--- src/pkg/lpsc_pkg.sv ---
// Shared constants and carriers of the light/proximity sensor control block.
// Assumes a single 40 MHz system clock and an I2C host on the pins.
package lpsc_pkg;
	// Target address bytes (write / read form)
	localparam logic [7:0] ADDR_WR_BYTE = 8'h88;
	localparam logic [7:0] ADDR_RD_BYTE = 8'h89;

	// Register offsets
	localparam logic [7:0] REG_CONFIG     = 8'h01;
	localparam logic [7:0] REG_INTERRUPT  = 8'h02;
	localparam logic [7:0] REG_PROX_LOW   = 8'h03;
	localparam logic [7:0] REG_PROX_HIGH  = 8'h04;
	localparam logic [7:0] REG_LIGHT_TH1  = 8'h05;
	localparam logic [7:0] REG_LIGHT_TH2  = 8'h06;
	localparam logic [7:0] REG_LIGHT_TH3  = 8'h07;
	localparam logic [7:0] REG_PROX_DATA  = 8'h08;
	localparam logic [7:0] REG_LIGHT_DT1  = 8'h09;
	localparam logic [7:0] REG_LIGHT_DT2  = 8'h0a;
	localparam logic [7:0] REG_LIGHT_RNG  = 8'h0b;

	// Reset value shared by every writable register
	localparam logic [7:0] REG_RESET = 8'h00;

	// Persistence encodings and the run lengths they ask for
	localparam logic [4:0] PERSIST_RUN [0:3] = '{5'h01, 5'h04, 5'h08, 5'h10};

	// Light full-scale codes after decoding (800/400/200/100/50 lux)
	localparam logic [2:0] RANGE_50LUX = 3'h4;

	// Timing
	localparam int CLK_MHZ     = 40;
	localparam int T_MEAS_NS   = 540000;
	localparam int MEAS_CYC    = T_MEAS_NS * CLK_MHZ / 1000;
	// Sleep between prox pulses in microseconds, indexed by sleep code
	localparam int SLEEP_US [0:7] = '{800000, 400000, 200000, 100000,
		75000, 50000, 12500, 0};

	// Register 0x01 layout
	typedef struct packed {
		logic       prox_enable;
		logic [2:0] prox_sleep_select;
		logic       emitter_drive_select;
		logic       light_enable;
		logic [1:0] unused;
	} lpsc_cfg_t;

	// Register 0x02 layout
	typedef struct packed {
		logic       prox_event_flag;
		logic [1:0] prox_persistence;
		logic       unused;
		logic       light_event_flag;
		logic [1:0] light_persistence;
		logic       combine_and;
	} lpsc_int_t;

	// Proximity sequencer states
	typedef enum logic [1:0] {
		PX_OFF   = 2'b00,
		PX_MEAS  = 2'b01,
		PX_SLEEP = 2'b10
	} lpsc_px_t;

	// I2C target states
	typedef enum logic [2:0] {
		IC_IDLE = 3'b000,
		IC_ADDR = 3'b001,
		IC_AACK = 3'b010,
		IC_WR   = 3'b011,
		IC_WACK = 3'b100,
		IC_RD   = 3'b101,
		IC_RACK = 3'b110
	} lpsc_i2c_t;
endpackage

--- src/hw/lpsc_top.sv ---
// Light/proximity sensor control: I2C target, register file, proximity
// sequencer, window comparison, persistence filters and interrupt pin.
// Assumes an analog front end that presents results on plain ports in the
// mclk_i domain, and an I2C host whose pins are asynchronous to mclk_i.
//
// Overview of operation
// - Upper light register shows result bits 11:8
// - Range code 100..111 all mean 50 lux
// - Answer address bytes 0x88 write, 0x89 read
// - Light results accepted only while enabled
// - Each prox measurement lasts about 0.54 ms
// - Drive bit selects 100 or 200 mA
// - Sleep interval separates prox measurements
// - Light outside 12-bit window is out-of-range
// - Prox outside 8-bit window is out-of-range
// - Flag only after persistence run, per channel; light code 00 flags every light result, in window or not
// - Raised interrupt holds until register 0x02 written
// - Combine bit: 0 OR, 1 AND
// - Both enables zero means power-down
// - Sleep code 111 continuous, 000 800 ms
// - Sticky flags bits 7, 3; write 0 clears
// - Persistence 00/01/10/11 gives 1/4/8/16 runs
// - Interrupt pin low while combined condition true
`timescale 1ns/1ps

// Run-length filter for one channel
module lpsc_persist (
	input  wire logic       mclk_i,     // System clock
	input  wire logic       reset_i,    // Synchronous reset
	input  wire logic       ce_i,       // Clock enable
	input  wire logic       stb_i,      // A new result is judged
	input  wire logic       out_i,      // Result lies outside the window
	input  wire logic [1:0] prst_i,     // Persistence code
	output logic            hit_o       // Run complete, raise the flag
);
	logic [4:0] run_r;                  // Consecutive out-of-range count
	logic [4:0] run_inc;                // Count including this result
	logic [4:0] need;                   // Run length asked for

	assign need    = lpsc_pkg::PERSIST_RUN[prst_i];
	assign run_inc = run_r + 5'h01;
	assign hit_o   = stb_i && out_i && (run_inc >= need);

	// Saturating run counter; any in-range result breaks the run
	always_ff @(posedge mclk_i) begin
		if (reset_i) begin
			run_r <= 5'h00;
		end else if (ce_i && stb_i) begin
			if (!out_i) begin
				run_r <= 5'h00;
			end else if (run_r < 5'h10) begin
				run_r <= run_inc;
			end
		end
	end
endmodule

module lpsc_top #(
	parameter int MEAS_CYC   = lpsc_pkg::MEAS_CYC,  // Measurement length
	parameter int CYC_PER_US = lpsc_pkg::CLK_MHZ    // Scales sleep table
) (
	input  wire logic        mclk_i,              // System clock, 40 MHz
	input  wire logic        reset_i,             // Synchronous reset
	input  wire logic        ce_i,                // Clock enable
	input  wire logic        scl_i,               // I2C clock pin
	input  wire logic        sda_i,               // I2C data pin level
	output logic             sda_o,               // I2C data drive value
	output logic             sda_oe_o,            // High drives sda low
	input  wire logic [11:0] light_result_i,      // Light converter result
	input  wire logic        light_valid_i,       // Light result strobe
	input  wire logic [7:0]  prox_result_i,       // Prox converter result
	output logic             light_enable_o,      // Light sensing active
	output logic             prox_enable_o,       // Prox sensing active
	output logic             power_down_o,        // Both channels off
	output logic             emitter_drive_select_o, // 1: 200 mA pulses
	output logic             emitter_pulse_o,     // Prox measurement window
	output logic [2:0]       light_full_scale_code_o, // Decoded range
	output logic             irq_out_low_o        // Interrupt, active low
);
	// Pin synchronisers; stage one is read only by stage two
	logic [1:0] scl_sync_r, sda_sync_r;
	logic       scl_q_r, sda_q_r;                 // Previous synced level
	logic       scl_rise, scl_fall, i2c_start, i2c_stop;

	// I2C engine state
	lpsc_pkg::lpsc_i2c_t ic_r;
	logic [2:0] bit_r;                            // Bit counter
	logic       done_r;                           // Eight bits shifted in
	logic [7:0] sh_r;                             // Receive shift register
	logic [7:0] tx_r;                             // Transmit shift register
	logic       rw_r;                             // Read transfer
	logic       have_ptr_r;                       // Pointer byte received
	logic [7:0] ptr_r;                            // Register pointer
	logic       wr_stb_r;                         // One-cycle write pulse
	logic [7:0] wr_addr_r, wr_data_r;

	// Register file
	lpsc_pkg::lpsc_cfg_t cfg_r;
	lpsc_pkg::lpsc_int_t int_r;
	logic [7:0]  prox_low_r, prox_high_r, th1_r, th2_r, th3_r;
	logic [7:0]  prox_data_r;
	logic [11:0] light_data_r;
	logic [2:0]  range_r;
	logic [7:0]  rd_data;

	// Proximity sequencer
	lpsc_pkg::lpsc_px_t px_r;
	logic [24:0] px_cnt_r;
	logic [24:0] sleep_cyc;
	logic        px_done;

	// Comparison and filtering
	logic [11:0] light_low, light_high;
	logic        light_stb, light_out, light_hit;
	logic        prox_out, prox_hit;
	logic        wr_int, wr_cfg, irq_cond;

	// Edge and bus-condition detection on the synced levels
	assign scl_rise  = scl_sync_r[1] && !scl_q_r;
	assign scl_fall  = !scl_sync_r[1] && scl_q_r;
	assign i2c_start = scl_sync_r[1] && scl_q_r && sda_q_r && !sda_sync_r[1];
	assign i2c_stop  = scl_sync_r[1] && scl_q_r && !sda_q_r && sda_sync_r[1];
	assign sda_o     = 1'b0;                      // Open drain, low only

	always_ff @(posedge mclk_i) begin
		if (reset_i) begin
			scl_sync_r <= 2'b11;
			sda_sync_r <= 2'b11;
			scl_q_r    <= 1'b1;
			sda_q_r    <= 1'b1;
		end else if (ce_i) begin
			scl_sync_r <= {scl_sync_r[0], scl_i};
			sda_sync_r <= {sda_sync_r[0], sda_i};
			scl_q_r    <= scl_sync_r[1];
			sda_q_r    <= sda_sync_r[1];
		end
	end

	// Read selection; unmapped and reserved addresses read zero
	always_comb begin
		unique case (ptr_r)
			lpsc_pkg::REG_CONFIG:    rd_data = cfg_r;
			lpsc_pkg::REG_INTERRUPT: rd_data = int_r;
			lpsc_pkg::REG_PROX_LOW:  rd_data = prox_low_r;
			lpsc_pkg::REG_PROX_HIGH: rd_data = prox_high_r;
			lpsc_pkg::REG_LIGHT_TH1: rd_data = th1_r;
			lpsc_pkg::REG_LIGHT_TH2: rd_data = th2_r;
			lpsc_pkg::REG_LIGHT_TH3: rd_data = th3_r;
			lpsc_pkg::REG_PROX_DATA: rd_data = prox_data_r;
			lpsc_pkg::REG_LIGHT_DT1: rd_data = light_data_r[7:0];
			lpsc_pkg::REG_LIGHT_DT2: rd_data = {4'h0, light_data_r[11:8]};
			lpsc_pkg::REG_LIGHT_RNG: rd_data = {5'h00, range_r};
			default:                 rd_data = 8'h00;
		endcase
	end

	// I2C target; sda changes only after scl falls
	always_ff @(posedge mclk_i) begin
		if (reset_i) begin
			ic_r <= lpsc_pkg::IC_IDLE;
			bit_r <= 3'h0;
			done_r <= 1'b0;
			sh_r <= 8'h00;
			tx_r <= 8'h00;
			rw_r <= 1'b0;
			have_ptr_r <= 1'b0;
			ptr_r <= 8'h00;
			sda_oe_o <= 1'b0;
			wr_stb_r <= 1'b0;
			wr_addr_r <= 8'h00;
			wr_data_r <= 8'h00;
		end else if (ce_i) begin
			wr_stb_r <= 1'b0;
			if (i2c_start) begin                      // Start or repeat start
				ic_r <= lpsc_pkg::IC_ADDR;
				bit_r <= 3'h0;
				done_r <= 1'b0;
				sda_oe_o <= 1'b0;
			end else if (i2c_stop) begin
				ic_r <= lpsc_pkg::IC_IDLE;
				sda_oe_o <= 1'b0;
			end else if (scl_rise) begin
				if (ic_r == lpsc_pkg::IC_ADDR || ic_r == lpsc_pkg::IC_WR) begin
					sh_r <= {sh_r[6:0], sda_sync_r[1]};
					bit_r <= bit_r + 3'h1;
					done_r <= (bit_r == 3'h7);
				end else if (ic_r == lpsc_pkg::IC_RACK) begin
					done_r <= sda_sync_r[1];              // Host NACK seen
				end
			end else if (scl_fall) begin
				unique case (ic_r)
					lpsc_pkg::IC_IDLE: ;
					lpsc_pkg::IC_ADDR: if (done_r) begin
						done_r <= 1'b0;
						// Only our two address bytes are acknowledged
						if (sh_r[7:1] == lpsc_pkg::ADDR_WR_BYTE[7:1]) begin
							rw_r <= sh_r[0];
							have_ptr_r <= 1'b0;
							sda_oe_o <= 1'b1;
							ic_r <= lpsc_pkg::IC_AACK;
						end else begin
							ic_r <= lpsc_pkg::IC_IDLE;
						end
					end
					lpsc_pkg::IC_WR: if (done_r) begin
						done_r <= 1'b0;
						sda_oe_o <= 1'b1;
						ic_r <= lpsc_pkg::IC_WACK;
						if (!have_ptr_r) begin                // First byte: pointer
							ptr_r <= sh_r;
							have_ptr_r <= 1'b1;
						end else begin                        // Data, auto increment
							wr_stb_r <= 1'b1;
							wr_addr_r <= ptr_r;
							wr_data_r <= sh_r;
							ptr_r <= ptr_r + 8'h01;
						end
					end
					lpsc_pkg::IC_AACK, lpsc_pkg::IC_RACK: begin
						if (ic_r == lpsc_pkg::IC_RACK && done_r) begin
							sda_oe_o <= 1'b0;                   // NACK ends the read
							ic_r <= lpsc_pkg::IC_IDLE;
						end else if (ic_r == lpsc_pkg::IC_AACK && !rw_r) begin
							sda_oe_o <= 1'b0;
							bit_r <= 3'h0;
							ic_r <= lpsc_pkg::IC_WR;
						end else begin                        // Load next read byte
							tx_r <= rd_data;
							sda_oe_o <= !rd_data[7];
							ptr_r <= ptr_r + 8'h01;
							bit_r <= 3'h0;
							ic_r <= lpsc_pkg::IC_RD;
						end
					end
					lpsc_pkg::IC_WACK: begin
						sda_oe_o <= 1'b0;
						bit_r <= 3'h0;
						ic_r <= lpsc_pkg::IC_WR;
					end
					lpsc_pkg::IC_RD: begin
						if (bit_r == 3'h7) begin              // Release for host ack
							sda_oe_o <= 1'b0;
							done_r <= 1'b0;
							ic_r <= lpsc_pkg::IC_RACK;
						end else begin
							tx_r <= {tx_r[6:0], 1'b0};
							sda_oe_o <= !tx_r[6];
							bit_r <= bit_r + 3'h1;
						end
					end
					default: ic_r <= lpsc_pkg::IC_IDLE;    // Code 111 is illegal
				endcase
			end
		end
	end

	// Write decode
	assign wr_cfg = wr_stb_r && (wr_addr_r == lpsc_pkg::REG_CONFIG);
	assign wr_int = wr_stb_r && (wr_addr_r == lpsc_pkg::REG_INTERRUPT);

	// Configuration and threshold registers; unused bits of 0x01 are stored as
	// written, the host is expected to keep them zero
	always_ff @(posedge mclk_i) begin
		if (reset_i) begin
			cfg_r <= lpsc_pkg::REG_RESET;
			prox_low_r <= lpsc_pkg::REG_RESET;
			prox_high_r <= lpsc_pkg::REG_RESET;
			th1_r <= lpsc_pkg::REG_RESET;
			th2_r <= lpsc_pkg::REG_RESET;
			th3_r <= lpsc_pkg::REG_RESET;
			range_r <= 3'h0;
		end else if (ce_i && wr_stb_r) begin
			if (wr_cfg)
				cfg_r <= wr_data_r;
			if (wr_addr_r == lpsc_pkg::REG_PROX_LOW)
				prox_low_r <= wr_data_r;
			if (wr_addr_r == lpsc_pkg::REG_PROX_HIGH)
				prox_high_r <= wr_data_r;
			if (wr_addr_r == lpsc_pkg::REG_LIGHT_TH1)
				th1_r <= wr_data_r;
			if (wr_addr_r == lpsc_pkg::REG_LIGHT_TH2)
				th2_r <= wr_data_r;
			if (wr_addr_r == lpsc_pkg::REG_LIGHT_TH3)
				th3_r <= wr_data_r;
			if (wr_addr_r == lpsc_pkg::REG_LIGHT_RNG)
				range_r <= wr_data_r[2:0];
		end
	end

	// Window comparison
	assign light_low  = {th2_r[3:0], th1_r};
	assign light_high = {th3_r, th2_r[7:4]};
	assign light_stb  = light_valid_i && cfg_r.light_enable;
	assign light_out  = (light_result_i < light_low) ||
		(light_result_i > light_high);
	assign prox_out   = (prox_result_i < prox_low_r) ||
		(prox_result_i > prox_high_r);
	assign px_done    = (px_r == lpsc_pkg::PX_MEAS) && (px_cnt_r == 25'h0);

	// Light code 00 flags every result, so the window is bypassed there
	lpsc_persist u_light_persist (
		.mclk_i (mclk_i),
		.reset_i(reset_i),
		.ce_i   (ce_i),
		.stb_i  (light_stb),
		.out_i  (light_out || (int_r.light_persistence == 2'b00)),
		.prst_i (int_r.light_persistence),
		.hit_o  (light_hit)
	);

	lpsc_persist u_prox_persist (
		.mclk_i (mclk_i),
		.reset_i(reset_i),
		.ce_i   (ce_i),
		.stb_i  (px_done),
		.out_i  (prox_out),
		.prst_i (int_r.prox_persistence),
		.hit_o  (prox_hit)
	);

	// Interrupt register; a hit in the clearing cycle keeps its flag set
	always_ff @(posedge mclk_i) begin
		if (reset_i) begin
			int_r <= lpsc_pkg::REG_RESET;
		end else if (ce_i) begin
			if (wr_int) begin
				int_r <= wr_data_r;                  // Flags cleared by 0
				int_r.prox_event_flag <= prox_hit ||
					(int_r.prox_event_flag && wr_data_r[7]);
				int_r.light_event_flag <= light_hit ||
					(int_r.light_event_flag && wr_data_r[3]);
			end else begin
				int_r.prox_event_flag  <= int_r.prox_event_flag || prox_hit;
				int_r.light_event_flag <= int_r.light_event_flag || light_hit;
			end
		end
	end

	// Sleep length from the code; code 111 is zero, i.e. continuous
	assign sleep_cyc = 25'(lpsc_pkg::SLEEP_US[cfg_r.prox_sleep_select] *
		CYC_PER_US);

	// Proximity sequencer: measure, capture, sleep, repeat
	always_ff @(posedge mclk_i) begin
		if (reset_i) begin
			px_r <= lpsc_pkg::PX_OFF;
			px_cnt_r <= 25'h0;
			prox_data_r <= 8'h00;
		end else if (ce_i) begin
			if (!cfg_r.prox_enable) begin
				px_r <= lpsc_pkg::PX_OFF;
			end else begin
				unique case (px_r)
					lpsc_pkg::PX_OFF: begin
						px_r <= lpsc_pkg::PX_MEAS;
						px_cnt_r <= 25'(MEAS_CYC - 1);
					end
					lpsc_pkg::PX_MEAS: if (px_done) begin
						prox_data_r <= prox_result_i;
						// Code 111 still idles one cycle: pulses stay distinct
						px_r <= lpsc_pkg::PX_SLEEP;
						px_cnt_r <= (sleep_cyc == 25'h0) ? 25'h0 :
							sleep_cyc - 25'h1;
					end else begin
						px_cnt_r <= px_cnt_r - 25'h1;
					end
					lpsc_pkg::PX_SLEEP: if (px_cnt_r == 25'h0) begin
						px_r <= lpsc_pkg::PX_MEAS;
						px_cnt_r <= 25'(MEAS_CYC - 1);
					end else begin
						px_cnt_r <= px_cnt_r - 25'h1;
					end
					default: px_r <= lpsc_pkg::PX_OFF;          // Code 11 is illegal
				endcase
			end
		end
	end

	// Light capture and registered outputs
	assign irq_cond = int_r.combine_and ?
		(int_r.prox_event_flag && int_r.light_event_flag) :
		(int_r.prox_event_flag || int_r.light_event_flag);

	always_ff @(posedge mclk_i) begin
		if (reset_i) begin
			light_data_r <= 12'h000;
			irq_out_low_o <= 1'b1;
			power_down_o <= 1'b1;
			light_full_scale_code_o <= 3'h0;
		end else if (ce_i) begin
			if (light_stb)
				light_data_r <= light_result_i;
			irq_out_low_o <= !irq_cond;
			power_down_o <= !cfg_r.prox_enable && !cfg_r.light_enable;
			light_full_scale_code_o <= range_r[2] ? lpsc_pkg::RANGE_50LUX :
				range_r;
		end
	end

	assign light_enable_o         = cfg_r.light_enable;
	assign prox_enable_o          = cfg_r.prox_enable;
	assign emitter_drive_select_o = cfg_r.emitter_drive_select;
	assign emitter_pulse_o        = px_r[0];    // Only the measure code has bit 0
endmodule

--- config.mk ---
export PLATFORM = sky130hd
export DESIGN_NAME = lpsc_top
export DESIGN_NICKNAME = d
export VERILOG_FILES = /design/src/pkg/lpsc_pkg.sv /design/src/hw/lpsc_top.sv
export SDC_FILE = /design/constraint.sdc
export NUM_CORES = 1
export LEC_CHECK = 0
export BUFFER_PORTS_ARGS = -buffer_cell sky130_fd_sc_hd__buf_4
export CORE_ASPECT_RATIO = 0.7
export CORE_MARGIN = 2
export CORE_UTILIZATION = 57
export DETAILED_ROUTE_END_ITERATION = 6
export PLACE_DENSITY_LB_ADDON = 0.05
export SYNTH_ARGS = -nofsm -noshare
export SYNTH_HDL_FRONTEND = slang
export SYNTH_HIERARCHICAL = 1
export SYNTH_SLANG_ARGS = --single-unit
--- constraint.sdc ---
create_clock -name mclk_i -period 4.08 [get_ports mclk_i]
set_input_delay 0.408 -clock mclk_i [delete_from_list [all_inputs] [get_ports mclk_i]]
set_output_delay 0.408 -clock mclk_i [all_outputs]
set_load 0.05 [all_outputs]
==> impl_results.md <==
- Critical path's slowest cell: o31ai_4
- Switching part of the total: 23.3%
- Clk pwr share: 47.5%
- Critical path, cell by cell: inv_1 -> ha_1 -> nand2_1 -> o21ai_0 -> ha_1 -> ha_1 -> buf_4 -> nor4bb_2 -> o21ai_1 -> o211ai_1 -> nand4_1 -> nor4_4 -> buf_4 -> a21boi_1 -> o31ai_4 -> a221oi_1
- Relative slew slack: 27.1%
- CTS root buf: clkbuf_16
- Final hold vios: 0
- Initial Util: slightly below 60%
- Hold path startpoint: sda_i
- Via density: about 6.2
- # hold bufs at CTS: 0
- Final instance area: between 0.01 and 0.015 mm^2
- PwrDens: around 290 mW/mm^2
- Placer Congestion: between 0.9 and 1
- DIE WIDTH: 173 um
- Initial antenna violation count: 0
- Routed Antenna Nets: 0
- Post-layout util: ~63%
- Starting DRC count in detailed routing: 1,452
- DR DRC count: 0
- Die area: 0.0211 mm^2
- Combinational share of power: 3.9%
- Status: finished clean
- Rows: 43
- First-pass GRT wire length: between 50,000 and 60,000 um
- Hpwl dp: 25,000 um
- GR Overflow Total: 0
- Layout Skew: 0.0137 ns
- Gr usage total: 32.5%
- IO Count: 37
- Crit path DAT: 4.16 ns
- CP dominant cell by count: ha_1
- Worst setup startpoint: cfg_r[5]
- DR WL/cell: 20.1 um
- IO buf count: 35
- Cell internal pwr: 2.74 mW
- Post-synthesis area per instance: ~8.1 um^2
- Die height: 122 um
- Post-synth EDFFs: 0
- Crit end category: register
- Kind of critical path: reg -> reg
- Syn Inst Count: 1,407
- Number of global-route vias before repair: 9,439
- Clock buffer count from CTS: 17
- Area grow syn2layout: 9.71%
- Worst-path maximum fanout: 8
- Clock sink total: between 150 and 200
- Clock buffer depth: 2
- Met3 Usage GRT: 10.7%
- FILL cells: 1,785
- Drt pass-1 iters: 7
- Largest net degree at the start of global routing: roughly 70
- Asr flop ratio synth: 0%
- Reg power frac: about half
- Setup TNS: 0 ns
- Syn nets: around 1.5k
- Tmin final: 3.85 ns
- Unique masters post-synth: 90
- CP top delay family: compound AO/OA/AOI/OAI gates
- Hold slack final: 0.176 ns
- FMAX: between 200 and 300 MHz
- Final Max Slew Viols: 0
- Peak-usage layer in the global routing report: met1
- Nets: 1,535
- Multi-input combinational cell area: 0.00735 mm^2
- Final worst slack: 0.234 ns
- P_sw: 0.830 mW
- DR vias: 10.5k
- CTS tree: done
- Dominant synthesized flop cell: dfxtp_1
- Critical Path RT: 4.40 ns
- Core footprint: a little under 0.02 mm^2
- Max-cap viol count: 0
- Slew of the pin with the lowest slew margin: between 1 and 1.5 ns
- Worst VDD drop: around 0.30 mV
- Synth warnings: 6
- Total power: 3.57 mW
- Antenna Cells: 0
- Layout cells sized above 1: between 8 and 9%
- Post-Syn Area: 0.0114 mm^2
- Inst Count DP: around 1.7k
- Leak pwr: 5.08 nW
- M1 GR Usage: approximately 50%
- Min-delay worst type: in -> reg
- Final WL: 34,000 um
- Crit share post-route: 94.3%
- Worst skew pair latency: 0.45 ns
- DP Area: 0.0118 mm^2
- Startpoint Class: register
- Crit-path max cell delay: 0.41 ns
- Number of synthesized register bits: 177
- RR Startpoint: cfg_r[5]
- Pre-CTS setup slack: 0.112 ns
- Clock-pin slew on the worst setup and hold paths: about 0.07 ns
- H-tree Lvls: 4
- Sequential share of the synthesized area: 31.1%
- Setup Viol. Count Final: 0
- Storage cell area: 0.00354 mm^2
- Non-Filler Instances: ~1.7k
- Worst Path Buf+Inv: 3
- Routing usage on met2: 44.0%
## power by group through the flow
stage | logic (mW) | registers, mW | clock network (mW)
after floorplan | 0.0861 | 1.77 | 0
after global placement | 0.136 | 1.77 | 0
after detailed placement | 0.139 | 1.77 | 0
after CTS | 0.140 | 1.73 | 1.70
after global routing | 0.156 | 1.73 | 1.78
final | 0.141 | 1.73 | 1.69
## cell usage after synthesis (5+ instances only)
cell type / number / area [um^2]
a221oi_1: 11 / 96.3
or2_2: 6 / 37.5
nor2_1: 163 / 612
a21boi_0: 5 / 37.5
nand2b_1: 26 / 163
o22ai_1: 7 / 43.8
dfxtp_1: 177 / 3540
a21o_1: 19 / 143
xnor2_1: 18 / 158
nand3b_1: 9 / 67.6
o211ai_1: 13 / 97.6
inv_1: 66 / 248
nor2b_1: 19 / 119
and2_1: 7 / 43.8
nor3b_1: 6 / 45.0
a31oi_1: 10 / 62.6
nand2_1: 162 / 608
a22oi_1: 19 / 143
nand4_1: 11 / 68.8
or3b_2: 5 / 43.8
ha_1: 99 / 1240
or3_1: 10 / 62.6
and3_1: 9 / 56.3
mux2i_1: 92 / 921
xor2_1: 12 / 105
a21oi_1: 104 / 521
a211oi_1: 16 / 120
nor3_1: 27 / 135
a221o_1: 7 / 70.1
nor4_1: 9 / 56.3
o31ai_1: 6 / 45.0
buf_2: 9 / 45.0
o21a_1: 5 / 37.5
nand3_1: 34 / 170
clkbuf_1: 54 / 203
o21ai_0: 62 / 310
## kinds of logic (layout without fill, tap and decap cells)
family / count (synthesis) / count (layout) / share of synthesized area [%]
simple gates: 531 / 531 / 22.7
compound gates: 336 / 336 / 19.4
flops: 177 / 177 / 31.1
buf+inv: 135 / 151 / 4.66
fa+ha+maj: 100 / 100 / 11.0
mux: 96 / 96 / 8.59
xor+xnor: 31 / 31 / 2.51
other cells: 1 / 1 / 0.0330
## layout make-up
class	instances	area share, %
multi-input combinational	1095	58.9
sequential	177	28.4
clock buffer	21	3.77
timing repair buffer	53	3.19
tap	270	2.71
inverter	66	1.98
clock inverter	11	1.05
## per-layer routing
layer  up-vias  wire (um)
li1       5027          -
met1      4933      16600
met2       457      13200
met3        33       3740
met4         0        371
met5         -          0
## layout by cell type, fill, tap and decap left out, types with 19 or more instances in the layout
master / count
nor2b_1: 19
ha_1: 97
a21o_1: 19
nand2b_1: 26
buf_4: 53
a21oi_1: 103
nand2_1: 162
a22oi_1: 19
nor3_1: 26
o21ai_0: 61
nor2_1: 163
inv_1: 66
mux2i_1: 92
dfxtp_1: 176
nand3_1: 33
## sequential cells by signal, summed over array words and instances (netlist names), 3 cells and up
register,count
prox_high_r,8
wr_data_r,8
light_data_r,12
cfg_r,5
light_full_scale_code_o,3
int_r,8
wr_addr_r,8
th3_r,8
u_light_persist/run_r,5
sh_r,8
px_cnt_r,25
tx_r,7
prox_data_r,8
bit_r,3
ic_r,3
ptr_r,8
th1_r,8
u_prox_persist/run_r,5
prox_low_r,8
range_r,3
th2_r,8
## final timing paths
check / depth (start not counted) / to / slack (ns)
setup / recovery: 16 / px_cnt_r[1] / 0.23
hold reg to reg: 2 / tx_r[4] / 0.45
setup reg to reg: 16 / px_cnt_r[1] / 0.23
hold / removal: 3 / sda_sync_r[0] / 0.18
## worst register-to-register path, cell delays in order (launching register included)
cell      delay, ns
dfxtp_1        0.31
inv_1          0.24
ha_1           0.25
nand2_1        0.11
o21ai_0        0.15
ha_1           0.29
ha_1           0.34
buf_4          0.19
nor4bb_2       0.26
o21ai_1        0.10
o211ai_1       0.19
nand4_1        0.21
nor4_4         0.27
buf_4          0.19
a21boi_1       0.11
o31ai_4        0.41
a221oi_1       0.09
## timing repair
action / in CTS / in global routing
resized for setup: 0 / 10
buffers inserted: 0 / 1
setup endpoints to repair: 0 / 19
hold endpoints to repair: 0 / 0
No activity file was read; power rests on OpenSTA's default activity.
